--- config.mk ---
export PLATFORM = sky130hd
export DESIGN_NAME = spos_selector
export DESIGN_NICKNAME = d
export VERILOG_FILES = /design/src/core/spos_selector.v
export VERILOG_INCLUDE_DIRS = /design/src /design/src/core
export SDC_FILE = /design/constraint.sdc
export NUM_CORES = 1
export LEC_CHECK = 0
export BUFFER_PORTS_ARGS = -buffer_cell sky130_fd_sc_hd__buf_4
export CAP_MARGIN = 20
export CORE_MARGIN = 2
export CORE_UTILIZATION = 45
export DETAILED_ROUTE_END_ITERATION = 16
export PLACE_DENSITY = 0.82
export SLEW_MARGIN = 25
export SYNTH_ARGS = -nofsm -noshare
export SYNTH_HDL_FRONTEND = slang
export SYNTH_SLANG_ARGS = --single-unit
--- constraint.sdc ---
create_clock -name i_clk -period 3.2 [get_ports i_clk]
set_input_delay 0.64 -clock i_clk [delete_from_list [all_inputs] [get_ports i_clk]]
set_output_delay 0.64 -clock i_clk [all_outputs]
set_load 0.01 [all_outputs]
--- src/core/spos_defines.vh ---
`ifndef SPOS_DEFINES_VH
`define SPOS_DEFINES_VH

// ----------------------------------------------------------------------------
// Function codes.
// ----------------------------------------------------------------------------
`define SPOS_CODE_LOW        8'h80
`define SPOS_CODE_HIGH       8'h81
`define SPOS_CODE_CLKDIV     8'h82
`define SPOS_CODE_WDOG       8'h83
`define SPOS_CODE_SYN_CAL    8'h84
`define SPOS_CODE_SYN_LOCK   8'h85
`define SPOS_CODE_SYN_STABLE 8'h86
`define SPOS_CODE_ALL_LOCK   8'h87
`define SPOS_CODE_CH_LOCK    8'h88
`define SPOS_CODE_NVM_WR     8'h8C
`define SPOS_CODE_NVM_RD     8'h8D
`define SPOS_CODE_NVM_FAULT  8'h8E
`define SPOS_CODE_IRQ_ALL    8'h90
`define SPOS_CODE_IRQ_COMMON 8'h91
`define SPOS_CODE_IRQ_CH     8'h92
`define SPOS_CODE_REF_FAULT  8'hA0
`define SPOS_CODE_REF_VALID  8'hA8
`define SPOS_CODE_REF_ACTIVE 8'hB0

// ----------------------------------------------------------------------------
// Field positions and timing.
// ----------------------------------------------------------------------------
`define SPOS_SEL_MSB         7
`define SPOS_SYN_LOCK_BIT    0
`define SPOS_SYN_STABLE_BIT  1
`define SPOS_SYN_CAL_BIT     2
`define SPOS_REF_FAULT_BIT   2
`define SPOS_REF_VALID_BIT   3
`define SPOS_REF_ACT_LSB     4
`define SPOS_REF_ACT_MSB     7
`define SPOS_CLKDIV_RATIO    32
`define SPOS_HALF_DIV        4'hF
`define SPOS_STROBE_CYCLES   6'h20
`define SPOS_PIN_RESET       1'b0
`define SPOS_DIV_RESET       4'h0
`define SPOS_DIV_CLK_RESET   1'b0
`define SPOS_STROBE_IDLE     6'h00
`define SPOS_CH_LOCK_RESET   4'h0
`define SPOS_NVM_WR_BIT      0
`define SPOS_NVM_RD_BIT      1
`define SPOS_NVM_FAULT_BIT   2

`endif

--- src/core/spos_selector.v ---
`timescale 1ns/10ps
`default_nettype none
`include "spos_defines.vh"

module spos_selector (
  input  wire       i_clk,              // Core timebase.
  input  wire       i_resetn,           // Asynchronous reset, active low.
  input  wire       i_ce,               // Clock enable; state freezes while low.
  input  wire [7:0] i_func_code,        // Pin function code.
  input  wire       i_wdog_expire,      // One-cycle watchdog expiry pulse.
  input  wire [7:0] i_common_status,    // Common status byte (synthesizer bits).
  input  wire [3:0] i_digital_lock,     // Digital loop phase lock, ch3..ch0.
  input  wire [3:0] i_analog_lock,      // Analog loop lock, ch3..ch0.
  input  wire [2:0] i_nvm_status,       // Nonvolatile fault, read, write.
  input  wire       i_irq_common,       // Shared interrupt line.
  input  wire [3:0] i_irq_ch,           // Per-channel interrupt lines.
  input  wire [7:0] i_ref_status_a,     // Reference input A status byte.
  input  wire [7:0] i_ref_status_b,     // Reference input B status byte.
  input  wire [7:0] i_ref_status_c,     // Reference input C status byte.
  input  wire [7:0] i_ref_status_d,     // Reference input D status byte.
  output reg        o_pin,              // Multifunction pin level.
  output reg  [3:0] o_ch_lock           // Combined per-channel lock flags.
);

  // --------------------------------------------------------------------------
  // Derived flags.
  // --------------------------------------------------------------------------
  wire        syn_lock = i_common_status[`SPOS_SYN_LOCK_BIT];
  wire [3:0]  ch_lock;
  wire [3:0]  ref_fault;
  wire [3:0]  ref_valid;
  wire [3:0]  ref_active;
  wire [31:0] ref_bus = {i_ref_status_d, i_ref_status_c, i_ref_status_b, i_ref_status_a};

  genvar g;
  generate
    for (g = 0; g < 4; g = g + 1) begin : g_ch
      assign ch_lock[g]    = i_digital_lock[g] & i_analog_lock[g] & syn_lock;
      assign ref_fault[g]  = ref_bus[8*g + `SPOS_REF_FAULT_BIT];
      assign ref_valid[g]  = ref_bus[8*g + `SPOS_REF_VALID_BIT];
      assign ref_active[g] = |ref_bus[8*g + `SPOS_REF_ACT_MSB : 8*g + `SPOS_REF_ACT_LSB];
    end
  endgenerate

  // --------------------------------------------------------------------------
  // Divider and watchdog strobe.
  // --------------------------------------------------------------------------
  // The divided clock toggles every sixteen cycles, giving a period of 32.
  reg [3:0] div_cnt_q;
  reg       div_clk_q;
  reg [5:0] strobe_cnt_q;

  always @(posedge i_clk or negedge i_resetn) begin
    if (!i_resetn) begin
      div_cnt_q    <= `SPOS_DIV_RESET;
      div_clk_q    <= `SPOS_DIV_CLK_RESET;
      strobe_cnt_q <= `SPOS_STROBE_IDLE;
    end else if (i_ce) begin
      div_cnt_q <= div_cnt_q + 4'h1;
      if (div_cnt_q == `SPOS_HALF_DIV) begin
        div_clk_q <= ~div_clk_q;
      end
      // An expiry during a running strobe is absorbed rather than stretching it.
      if (i_wdog_expire && (strobe_cnt_q == 6'h00)) begin
        strobe_cnt_q <= `SPOS_STROBE_CYCLES;
      end else if (strobe_cnt_q != 6'h00) begin
        strobe_cnt_q <= strobe_cnt_q - 6'h01;
      end
    end
  end

  wire strobe_on = (strobe_cnt_q != 6'h00);

  // --------------------------------------------------------------------------
  // Function selection.
  // --------------------------------------------------------------------------
  // Each listed code has its own item, so a code outside the table with bit 7 set can only
  // reach the default branch and hold the pin low.
  reg pin_d;

  always @* begin
    pin_d = 1'b0;
    if (i_func_code[`SPOS_SEL_MSB]) begin
      case (i_func_code)
        `SPOS_CODE_LOW: begin
          pin_d = 1'b0;
        end
        `SPOS_CODE_HIGH: begin
          pin_d = 1'b1;
        end
        `SPOS_CODE_CLKDIV: begin
          pin_d = div_clk_q;
        end
        `SPOS_CODE_WDOG: begin
          pin_d = strobe_on;
        end
        `SPOS_CODE_SYN_CAL: begin
          pin_d = i_common_status[`SPOS_SYN_CAL_BIT];
        end
        `SPOS_CODE_SYN_LOCK: begin
          pin_d = syn_lock;
        end
        `SPOS_CODE_SYN_STABLE: begin
          pin_d = i_common_status[`SPOS_SYN_STABLE_BIT];
        end
        `SPOS_CODE_ALL_LOCK: begin
          pin_d = &ch_lock;
        end
        `SPOS_CODE_CH_LOCK: begin
          pin_d = ch_lock[0];
        end
        (`SPOS_CODE_CH_LOCK + 8'h01): begin
          pin_d = ch_lock[1];
        end
        (`SPOS_CODE_CH_LOCK + 8'h02): begin
          pin_d = ch_lock[2];
        end
        (`SPOS_CODE_CH_LOCK + 8'h03): begin
          pin_d = ch_lock[3];
        end
        `SPOS_CODE_NVM_WR: begin
          pin_d = i_nvm_status[`SPOS_NVM_WR_BIT];
        end
        `SPOS_CODE_NVM_RD: begin
          pin_d = i_nvm_status[`SPOS_NVM_RD_BIT];
        end
        `SPOS_CODE_NVM_FAULT: begin
          pin_d = i_nvm_status[`SPOS_NVM_FAULT_BIT];
        end
        `SPOS_CODE_IRQ_ALL: begin
          pin_d = i_irq_common | (|i_irq_ch);
        end
        `SPOS_CODE_IRQ_COMMON: begin
          pin_d = i_irq_common;
        end
        `SPOS_CODE_IRQ_CH: begin
          pin_d = i_irq_ch[0];
        end
        (`SPOS_CODE_IRQ_CH + 8'h01): begin
          pin_d = i_irq_ch[1];
        end
        (`SPOS_CODE_IRQ_CH + 8'h02): begin
          pin_d = i_irq_ch[2];
        end
        (`SPOS_CODE_IRQ_CH + 8'h03): begin
          pin_d = i_irq_ch[3];
        end
        `SPOS_CODE_REF_FAULT: begin
          pin_d = ref_fault[0];
        end
        (`SPOS_CODE_REF_FAULT + 8'h01): begin
          pin_d = ref_fault[1];
        end
        (`SPOS_CODE_REF_FAULT + 8'h02): begin
          pin_d = ref_fault[2];
        end
        (`SPOS_CODE_REF_FAULT + 8'h03): begin
          pin_d = ref_fault[3];
        end
        `SPOS_CODE_REF_VALID: begin
          pin_d = ref_valid[0];
        end
        (`SPOS_CODE_REF_VALID + 8'h01): begin
          pin_d = ref_valid[1];
        end
        (`SPOS_CODE_REF_VALID + 8'h02): begin
          pin_d = ref_valid[2];
        end
        (`SPOS_CODE_REF_VALID + 8'h03): begin
          pin_d = ref_valid[3];
        end
        `SPOS_CODE_REF_ACTIVE: begin
          pin_d = ref_active[0];
        end
        (`SPOS_CODE_REF_ACTIVE + 8'h01): begin
          pin_d = ref_active[1];
        end
        (`SPOS_CODE_REF_ACTIVE + 8'h02): begin
          pin_d = ref_active[2];
        end
        (`SPOS_CODE_REF_ACTIVE + 8'h03): begin
          pin_d = ref_active[3];
        end
        default: begin
          pin_d = 1'b0;
        end
      endcase
    end
  end

  // --------------------------------------------------------------------------
  // Output register.
  // --------------------------------------------------------------------------
  // Registering the selected level keeps decode hazards of a code or source
  // change off the pin, at the cost of one cycle of latency.
  always @(posedge i_clk or negedge i_resetn) begin
    if (!i_resetn) begin
      o_pin     <= `SPOS_PIN_RESET;
      o_ch_lock <= `SPOS_CH_LOCK_RESET;
    end else if (i_ce) begin
      o_pin     <= pin_d;
      o_ch_lock <= ch_lock;
    end
  end

endmodule // spos_selector

`default_nettype wire

==> run_results.csv, run 1 <==
group,metric,value,unit
detailed_routing,vias_per_cell,5.83,
synthesis,synth_nets,229,
floorplan,coreArea,2730,sq um
timing,tightest_slew,476,ps
job,maxCapViolCount,0,
detailed_routing,drc,0,
hold_path,hp-class,"primary input to async pin",
timing,finalSetupViolations,0,
floorplan,die_w,57.3,um
clock_tree,clock_sinks,16,
grt,antenna_found_initial,0,
clock_tree,clk_path_buf_depth,2,
synthesis,yosysUniqueCellTypes,43,
clock_tree,post_cts_buffers,0,
timing,timing.final.crit_period,1820,ps
timing,period_share,0.568,
clock_tree,holdBufCountCts,0,
synthesis,ys.warnings.count,0,
setup_path,path_delay_family,"simple AND/OR/NAND/NOR gates",
setup_path,crit_type,"flip-flop to flip-flop",
final_layout,fin_nets,283,
final_layout,n_antenna_cell,0,
grt,grtUsageMet3,0.0363,
floorplan,initial_core_util,0.468,
grt,use_met2,0.411,
power_and_ir_drop,power.density,439,nW/um^2
placed_design,place_congestion,0.794,
synthesis,avgSynthCellArea,8.09,sq um
final_layout,drive_gt1_frac,0.327,
run_status,status,"finished, final reports clean",
power_and_ir_drop,ir_worst_vdd,0.510,mV
final_layout,final_common_cell,"buf_4",
floorplan,dieHeight,57.3,um
grt,grt_use_met1,0.243,
synthesis,synthFlopType,"dfrtp_1",
detailed_routing,routedWlPerCell,13.9,um
final_layout,layout_common_cells,"buf_4 (59), nand2_1 (24), dfrtp_1 (16)",
power_and_ir_drop,p_leak,0.791,nW
synthesis,async_flop_share,1.00,
final_layout,syn_to_final_growth,35.5,%
grt,grt-busiest-layer,"met2",
clock_tree,clkTransAtPathRegs,90,ps
setup_path,cpPeakStageDelay,420,ps
setup_path,crit_buf_inv,1,
placed_design,dp_hpwl,2.67,mm
synthesis,syn_area,1280,sq um
setup_path,cp_max_fo,6,
final_layout,final_util,0.634,
synthesis,ys_seq_area_frac,0.313,
timing,fin_setup_tns,0,ps
timing,fin_skew,2.84,ps
detailed_routing,detail-route-antenna-nets,0,
floorplan,num_rows,19,
synthesis,ys_ff_latch,16,
clock_tree,numCtsBuffers,3,
placed_design,io_buffers,59,
timing,rsz0062_at_grt,"no",
clock_tree,clockRootBuffer,"clkbuf_4",
detailed_routing,wl,3.37,mm
setup_path,cpMaxStageDelayCell,"dfrtp_1",
setup_path,critPathCaptureType,"flip-flop",
detailed_routing,drt_iter0_drc,32,
floorplan,dieArea,3280,sq um
grt,grt_max_degree,23,
setup_path,cp.arrival,2000,ps
grt,grt_first_pass_wirelength,5.73,mm
final_layout,stdcell_count,242,
clock_tree,clock_latency,290,ps
clock_tree,postCtsResizedCells,0,
detailed_routing,detailroute.via_count,1412,
timing,finalMaxSlewViolations,0,
clock_tree,cts_tree,"yes",
timing,slew_headroom,0.682,
grt,grt_overflow,0,
floorplan,ios,73,
timing,fmax,550,MHz
synthesis,synth_edf_count,0,
setup_path,cp_data_required_time,3380,ps
grt,grt_pass1_vias,1426,
placed_design,place_inst,238,
synthesis,synth_cells,158,
grt,grt.total_usage,0.217,
timing,hold_viol,0,
detailed_routing,drtPass1Iterations,4,
setup_path,crit_chain,"inv_1, ha_1, nor2b_1, nand2_1, nor4bb_1, nor4_1, nand3_1, o32a_1",
clock_tree,cts-htree-levels,1,
setup_path,start_kind,"flip-flop",
-- kinds of logic (layout without fill, tap and decap cells) --
| group | count (synthesis) | count (layout) | synth area share |
|---|---|---|---|
| XOR/XNOR | 5 | 5 | 0.0343 |
| adder cells (fa/ha/maj) | 3 | 3 | 0.0294 |
| buffers and inverters | 19 | 72 | 0.0763 |
| flip-flops | 16 | 16 | 0.313 |
| AND/OR/NAND/NOR | 68 | 68 | 0.269 |
| AO/OA/AOI/OAI | 38 | 38 | 0.197 |
| multiplexers | 9 | 9 | 0.0812 |
-- flip-flops by register name, summed over array words and instances, names as in the netlist --
signal	flops
div_cnt_q	4
div_clk_q	1
o_ch_lock	4
o_pin	1
strobe_cnt_q	6
-- synthesized netlist by cell type (all sizes together) (3+ instances only) --
master,count,share of area
nand4,4,0.020
or3,3,0.015
inv,9,0.026
mux2i,7,0.055
o21ai,11,0.043
nor3,5,0.020
nor2b,5,0.024
o22ai,3,0.015
dfrtp,16,0.31
a21oi,7,0.027
clkbuf,3,0.0088
nand2,24,0.070
xnor2,3,0.021
nor4,5,0.024
buf,7,0.041
nand3,7,0.027
nor2,8,0.023
ha,3,0.029
-- metrics by stage --
stage          setup WS (ps)  hold WS [ps]  instance area (sq um)  power, mW
2_1_floorplan           1390           344                   1280      0.525
3_3_place_gp            1090           460                   1700      0.611
3_5_place_dp            1100           470                   1700      0.635
4_1_cts                 1370           181                   1730      0.768
5_1_grt                 1190           189                   1730      0.830
6_report                1380           187                   1730      0.760
-- where the power goes --
group	switching [mW]	total [mW]	leakage, nW	internal (mW)
clock network	0.0613	0.131	0.0210	0.0694
logic	0.135	0.289	0.569	0.154
registers	0.0653	0.341	0.201	0.276
total	0.262	0.760	0.791	0.499
-- cell type report --
cell class / instances / area (sq um)
multi-input cells: 123 / 781
fillers: 241 / 1000
repair buffers: 59 / 443
flip-flops and latches: 16 / 400
well taps: 31 / 38.8
clock buffers: 4 / 36.3
inverters: 9 / 33.8
-- worst paths after layout --
path / slack, ps / cells after the start / startpoint / to
max: 1380 / 8 / strobe_cnt_q[0]$_DFFE_PN0P_ / o_pin$_DFFE_PN0P_
min: 190 / 1 / i_resetn / strobe_cnt_q[0]$_DFFE_PN0P_
max reg2reg: 1380 / 8 / strobe_cnt_q[0]$_DFFE_PN0P_ / o_pin$_DFFE_PN0P_
min reg2reg: 480 / 1 / div_clk_q$_DFFE_PN0P_ / div_clk_q$_DFFE_PN0P_
max in group asynchronous: 2840 / 1 / i_resetn / o_ch_lock[0]$_DFFE_PN0P_
min in group i_clk: 480 / 1 / div_clk_q$_DFFE_PN0P_ / div_clk_q$_DFFE_PN0P_
-- per-layer routing --
layer | part of all wire | wire [um]
met1 | 0.40 | 1350
met4 | 0.011 | 36
met3 | 0.081 | 274
met2 | 0.51 | 1710
met5 | 0 | 0
Power figures use the tool's default switching activity.
==> inputs of run 2 (changes only) <==
Settings changed: ABC_AREA from default to 1, CORE_UTILIZATION 45 to 40, PLACE_DENSITY 0.82 to 0.77.
Clock period 3.2 ns to 1.5 ns, I/O delays scaled along.
==> run 2 against run 1 <==
Against the previous run:
- cell area rose by 7.7%
- synthesized cell count rose by 34%
- clock power rose by 120%
- setup slack got worse by 1300 ps
- sequential cell count did not move
- utilization fell by 2.2 points
- critical endpoint is now strobe_cnt_q[5]$_DFFE_PN0P_
- sequential share of layout area fell by 1.7 points
==> run_results.csv, run 2 <==
group,metric,value,unit
placed_design,dp_hpwl,2.61,mm
detailed_routing,detailroute.via_count,1524,
synthesis,yosys.area.top_type,"dfrtp_1",
setup_path,ff2ff_path_depth,10,
clock_tree,clock_latency,290,ps
final_layout,n_antenna_cell,0,
detailed_routing,drtPass1Iterations,4,
power_and_ir_drop,p_leak,1.00,nW
detailed_routing,detail-route-antenna-nets,0,
timing,finalSetupViolations,0,
final_layout,largest_reg_flops,6,
job,maxCapViolCount,0,
synthesis,synth_edf_count,0,
setup_path,cp_data_required_time,1690,ps
synthesis,synth_cells,212,
clock_tree,clkTransAtPathRegs,100,ps
timing,hold_viol,0,
floorplan,initial_core_util,0.419,
synthesis,ys_ff_latch,16,
clock_tree,numCtsBuffers,3,
floorplan,coreArea,3050,sq um
detailed_routing,wl,3.21,mm
timing,finalMaxSlewViolations,0,
timing,fin_skew,4.99,ps
floorplan,dieArea,3670,sq um
detailed_routing,drt_iter0_drc,45,
power_and_ir_drop,ir_worst_vdd,0.599,mV
hold_path,holdCritStartpoint,"i_ce",
setup_path,r2r-end,"strobe_cnt_q[5]$_DFFE_PN0P_",
final_layout,top_regs,"strobe_cnt_q: 6 flops, div_cnt_q: 4 flops, o_ch_lock: 4 flops",
run_status,status,"finished, final reports clean",
grt,grt_overflow,0,
clock_tree,clk_path_buf_depth,2,
synthesis,synth_nets,283,
grt,grt_first_pass_wirelength,5.19,mm
clock_tree,clockRootBuffer,"clkbuf_4",
clock_tree,clock_sinks,16,
detailed_routing,drc,0,
setup_path,cp.arrival,1590,ps
floorplan,dieHeight,60.6,um
placed_design,io_buffers,59,
clock_tree,cts-htree-levels,1,
final_layout,stdcell_count,321,
timing,slew_headroom,0.793,
setup_path,crit_type,"flip-flop to flip-flop",
synthesis,yosysUniqueCellTypes,23,
setup_path,start_kind,"flip-flop",
detailed_routing,vias_per_cell,4.75,
hold_path,whs_path_depth,2,
power_and_ir_drop,power.density,880,nW/um^2
grt,grt_pass1_vias,1283,
synthesis,yosys-top-cells-count,"nand2_1 (58), nor2_1 (49), nand3_1 (33), inv_1 (22), dfrtp_1 (16)",
floorplan,die_w,60.6,um
final_layout,layout_common_cells,"buf_4 (62), nand2_1 (56), nor2_1 (48)",
final_layout,final_common_cell,"buf_4",
final_layout,fin_nets,349,
hold_path,hp-class,"primary input to flip-flop",
clock_tree,cts_tree,"yes",
setup_path,timing.rr.start,"strobe_cnt_q[0]$_DFFE_PN0P_",
hold_path,hold_end,"div_cnt_q[0]$_DFFE_PN0P_",
synthesis,syn_area,1280,sq um
synthesis,ys_seq_area_frac,0.313,
synthesis,avgSynthCellArea,6.04,sq um
final_layout,syn_to_final_growth,45.8,%
synthesis,synth.area.top_cells,"dfrtp_1 (31%), nand2_1 (17%), nor2_1 (14%)",
setup_path,cp_max_fo,3,
timing,fmax,713,MHz
final_layout,drive_gt1_frac,0.289,
detailed_routing,routedWlPerCell,10.0,um
timing,period_share,0.936,
synthesis,async_flop_share,1.00,
timing,tightest_slew,310,ps
grt,grt.total_usage,0.182,
placed_design,place_inst,316,
synthesis,synth.most_common_cell,"nand2_1",
setup_path,regToRegSetupSlack,100,ps
clock_tree,post_cts_buffers,0,
grt,grt_max_degree,17,
synthesis,ys.warnings.count,0,
grt,antenna_found_initial,0,
placed_design,place_congestion,0.841,
final_layout,top_register,"strobe_cnt_q",
floorplan,ios,73,
synthesis,synthFlopType,"dfrtp_1",
setup_path,critPathCaptureType,"flip-flop",
timing,timing.final.crit_period,1400,ps
timing,fin_setup_tns,0,ps
synthesis,yosysTopAreaCellShare,0.313,
floorplan,num_rows,20,
-- run 2: repair_timing --
item	4_1_cts	5_1_grt
hold buffers	1	0
endpoints found under the setup margin	1	4
resized for setup	1	10
endpoints found under the hold margin	16	0
-- run 2: worst max-delay path by stage --
stage / endpoint / slack (ps) / startpoint
after CTS: strobe_cnt_q[5]$_DFFE_PN0P_ / 20 / strobe_cnt_q[0]$_DFFE_PN0P_
after global placement: strobe_cnt_q[5]$_DFFE_PN0P_ / 30 / strobe_cnt_q[0]$_DFFE_PN0P_
after floorplan: strobe_cnt_q[5]$_DFFE_PN0P_ / 100 / strobe_cnt_q[0]$_DFFE_PN0P_
final: strobe_cnt_q[5]$_DFFE_PN0P_ / 100 / strobe_cnt_q[0]$_DFFE_PN0P_
after detailed placement: strobe_cnt_q[5]$_DFFE_PN0P_ / -10 / strobe_cnt_q[0]$_DFFE_PN0P_
after global routing: strobe_cnt_q[5]$_DFFE_PN0P_ / -9 / strobe_cnt_q[0]$_DFFE_PN0P_
-- run 2: power breakdown --
group | switching (mW) | total [mW] | internal (mW)
sequential | 0.127 | 0.712 | 0.585
combinational | 0.324 | 0.639 | 0.315
clock | 0.143 | 0.291 | 0.148
total | 0.594 | 1.64 | 1.05
-- run 2: layer usage --
layer	part of all wire	wire length, um	up-vias	GRT usage
met5	0	0	-	0
met2	0.46	1490	49	0.293
met1	0.46	1490	671	0.256
met4	0.0019	6	0	0.0280
met3	0.070	225	2	0.0405
li1	-	-	802	-
-- run 2: worst max-delay path, stage by stage, from the launching register on --
cell and delay [ps]:
dfrtp_1 390, inv_2 60, ha_2 190, nand3_4 90
nand2_2 70, nand2_2 80, nand3_1 90, inv_1 80
nand2_1 60, o21ai_1 120, nand3b_1 80
-- run 2: logic make-up after synthesis --
family | after synthesis | share of synthesized area
xor gates and xnor gates | 4 | 0.0274
adders and majority gates | 3 | 0.0293
DFF | 16 | 0.313
AOI/OAI and AO/OA | 11 | 0.0440
buffers and inverters | 26 | 0.0801
and+or+nand+nor | 152 | 0.506
-- run 2: area by class of cell --
class / count / area, sq um
inverters: 24 / 90.1
flip-flops and latches: 16 / 400
clock buffers: 4 / 36.3
repair buffers: 63 / 475
multi-input cells: 170 / 810
well taps: 44 / 55.1
fillers: 318 / 1190
-- run 2: through the flow --
step                worst slack (ps)   util  cell area (sq um)  hold slack [ps]  power (mW)
finish                          96.7  0.611               1870              252        1.64
global route                   -9.21  0.611               1870              252        1.80
CTS                             20.5  0.602               1840              240        1.60
detailed placement             -14.4  0.586               1790              171        1.30
global placement                25.1  0.586               1790              168        1.28
floorplan                       95.5      -               1280             4.41        1.06
==> inputs of run 3 (changes only) <==
Settings changed: SETUP_SLACK_MARGIN from default to 0.5.
==> run 3 against run 2 <==
Against the previous run:
- cell count grew 5.0%
- hold slack improved by 17 ps
- critical path depth increased by 1
- count of clock-buffer cells in the layout unchanged
- largest power group is now combinational logic
- critical endpoint is now o_pin$_DFFE_PN0P_
- power rose by 27%
- clock skew about the same
==> run_results.csv, run 3 (synthesis results as in run 2) <==
group,metric,value,unit
power_and_ir_drop,p_leak,1.10,nW
placed_design,io_buffers,59,
timing,finalSetupViolations,0,
placed_design,place_congestion,0.814,
setup_path,crit_type,"flip-flop to flip-flop",
detailed_routing,drtPass1Iterations,4,
floorplan,dieArea,3670,sq um
placed_design,preCtsSetupSlack,56.0,ps
timing,hold_viol,0,
floorplan,num_rows,20,
setup_path,cp_max_fo,3,
timing,fin_setup_tns,0,ps
setup_path,ff2ff_path_depth,11,
detailed_routing,drc,0,
clock_tree,clkTransAtPathRegs,90,ps
timing,slew_headroom,0.757,
clock_tree,clk_path_buf_depth,2,
clock_tree,cts-htree-levels,1,
final_layout,top_register,"strobe_cnt_q",
timing,fin_skew,4.99,ps
placed_design,dp_hpwl,2.50,mm
setup_path,cp.arrival,1570,ps
grt,grt_overflow,0,
grt,grt_pass1_vias,1392,
final_layout,final_common_cell,"buf_4",
hold_path,hp-class,"primary input to flip-flop",
detailed_routing,drt_iter0_drc,86,
timing,rsz0062_at_grt,"yes",
clock_tree,clockRootBuffer,"clkbuf_4",
hold_path,whs_path_depth,2,
clock_tree,clock_sinks,16,
floorplan,coreArea,3050,sq um
power_and_ir_drop,ir_worst_vdd,0.845,mV
clock_tree,numCtsBuffers,3,
run_status,status,"finished, final reports clean",
final_layout,n_antenna_cell,0,
floorplan,ios,73,
detailed_routing,detailroute.via_count,1624,
final_layout,drive_gt1_frac,0.362,
floorplan,dieHeight,60.6,um
final_layout,syn_to_final_growth,63.4,%
timing,fmax,726,MHz
timing,period_share,0.918,
grt,grt.total_usage,0.195,
final_layout,layout_common_cells,"buf_4 (71), nand2_1 (54), nor2_1 (47)",
grt,antenna_found_initial,0,
power_and_ir_drop,power.density,993,nW/um^2
final_layout,largest_reg_flops,6,
clock_tree,clock_latency,290,ps
timing,finalMaxSlewViolations,0,
detailed_routing,vias_per_cell,4.82,
timing,timing.final.ws_setup,123,ps
detailed_routing,wl,3.79,mm
floorplan,die_w,60.6,um
grt,grt_max_degree,17,
detailed_routing,routedWlPerCell,11.3,um
timing,tightest_slew,364,ps
floorplan,initial_core_util,0.419,
clock_tree,cts_tree,"yes",
detailed_routing,detail-route-antenna-nets,0,
setup_path,critPathCaptureType,"flip-flop",
job,maxCapViolCount,0,
setup_path,cp_data_required_time,1700,ps
setup_path,start_kind,"flip-flop",
final_layout,top_regs,"strobe_cnt_q: 6 flops, div_cnt_q: 4 flops, o_ch_lock: 4 flops",
final_layout,fin_nets,365,
timing,timing.final.crit_period,1380,ps
grt,grt_first_pass_wirelength,5.46,mm
-- run 3: cell type report --
cell class                      count  area, sq um
Timing Repair Buffer               79          622
Fill cell                         276          961
Sequential cell                    16          400
Tap cell                           44         55.1
Inverter                           24         90.1
Multi-Input combinational cell    170          888
Clock buffer                        4         36.3
-- run 3: layer usage --
metal	track usage	wire, um
met1	0.250	1600
met2	0.332	1870
met3	0.0362	242
met4	0.0652	91
met5	0	0
-- run 3: worst max-delay path, stage by stage (launching register included) --
cell and delay (ps):
dfrtp_1 410, inv_2 90, ha_4 140, nand3_4 110
nand3_2 90, nand2_1 50, nor2_1 80, nand2_1 50
nor2_1 80, nand2_1 70, nand2_1 60, nand2_1 40
-- run 3: power breakdown --
| part | internal [mW] | switching [mW] | total, mW |
|---|---|---|---|
| clock | 0.148 | 0.140 | 0.288 |
| sequential | 0.585 | 0.149 | 0.734 |
| combinational | 0.572 | 0.485 | 1.06 |
| total | 1.31 | 0.773 | 2.08 |
-- run 3: final timing paths --
path,start,to,slack (ps)
min in group asynchronous,i_resetn,strobe_cnt_q[3]$_DFFE_PN0P_,380
worst max register to register,strobe_cnt_q[0]$_DFFE_PN0P_,o_pin$_DFFE_PN0P_,120
worst max-delay path,strobe_cnt_q[0]$_DFFE_PN0P_,o_pin$_DFFE_PN0P_,120
worst min register to register,div_cnt_q[3]$_DFFE_PN0P_,div_cnt_q[3]$_DFFE_PN0P_,490
worst min-delay path,i_ce,div_cnt_q[0]$_DFFE_PN0P_,270
max in group asynchronous,i_resetn,o_ch_lock[3]$_DFFE_PN0P_,930
-- run 3: metrics by stage --
step | area (sq um) | total power [mW] | hold WS, ps | instances | utilization
finish | 2090 | 2.08 | 270 | 337 | 0.685
global route | 2090 | 2.23 | 262 | 337 | 0.685
CTS | 1970 | 1.83 | 258 | 326 | 0.645
detailed placement | 1810 | 1.35 | 170 | 315 | 0.593
global placement | 1810 | 1.33 | 165 | 315 | 0.593
floorplan | 1310 | 1.12 | 4.41 | 212 | -
-- run 3: timing repair --
| item | in CTS | in global routing |
|---|---|---|
| hold buffers | 1 | 0 |
| gates resized for setup | 17 | 9 |
| endpoints found under the hold margin | 16 | 0 |
| endpoints found under the setup margin | 13 | 14 |
| setup buffers | 6 | 11 |
| pin swaps | 4 | 6 |
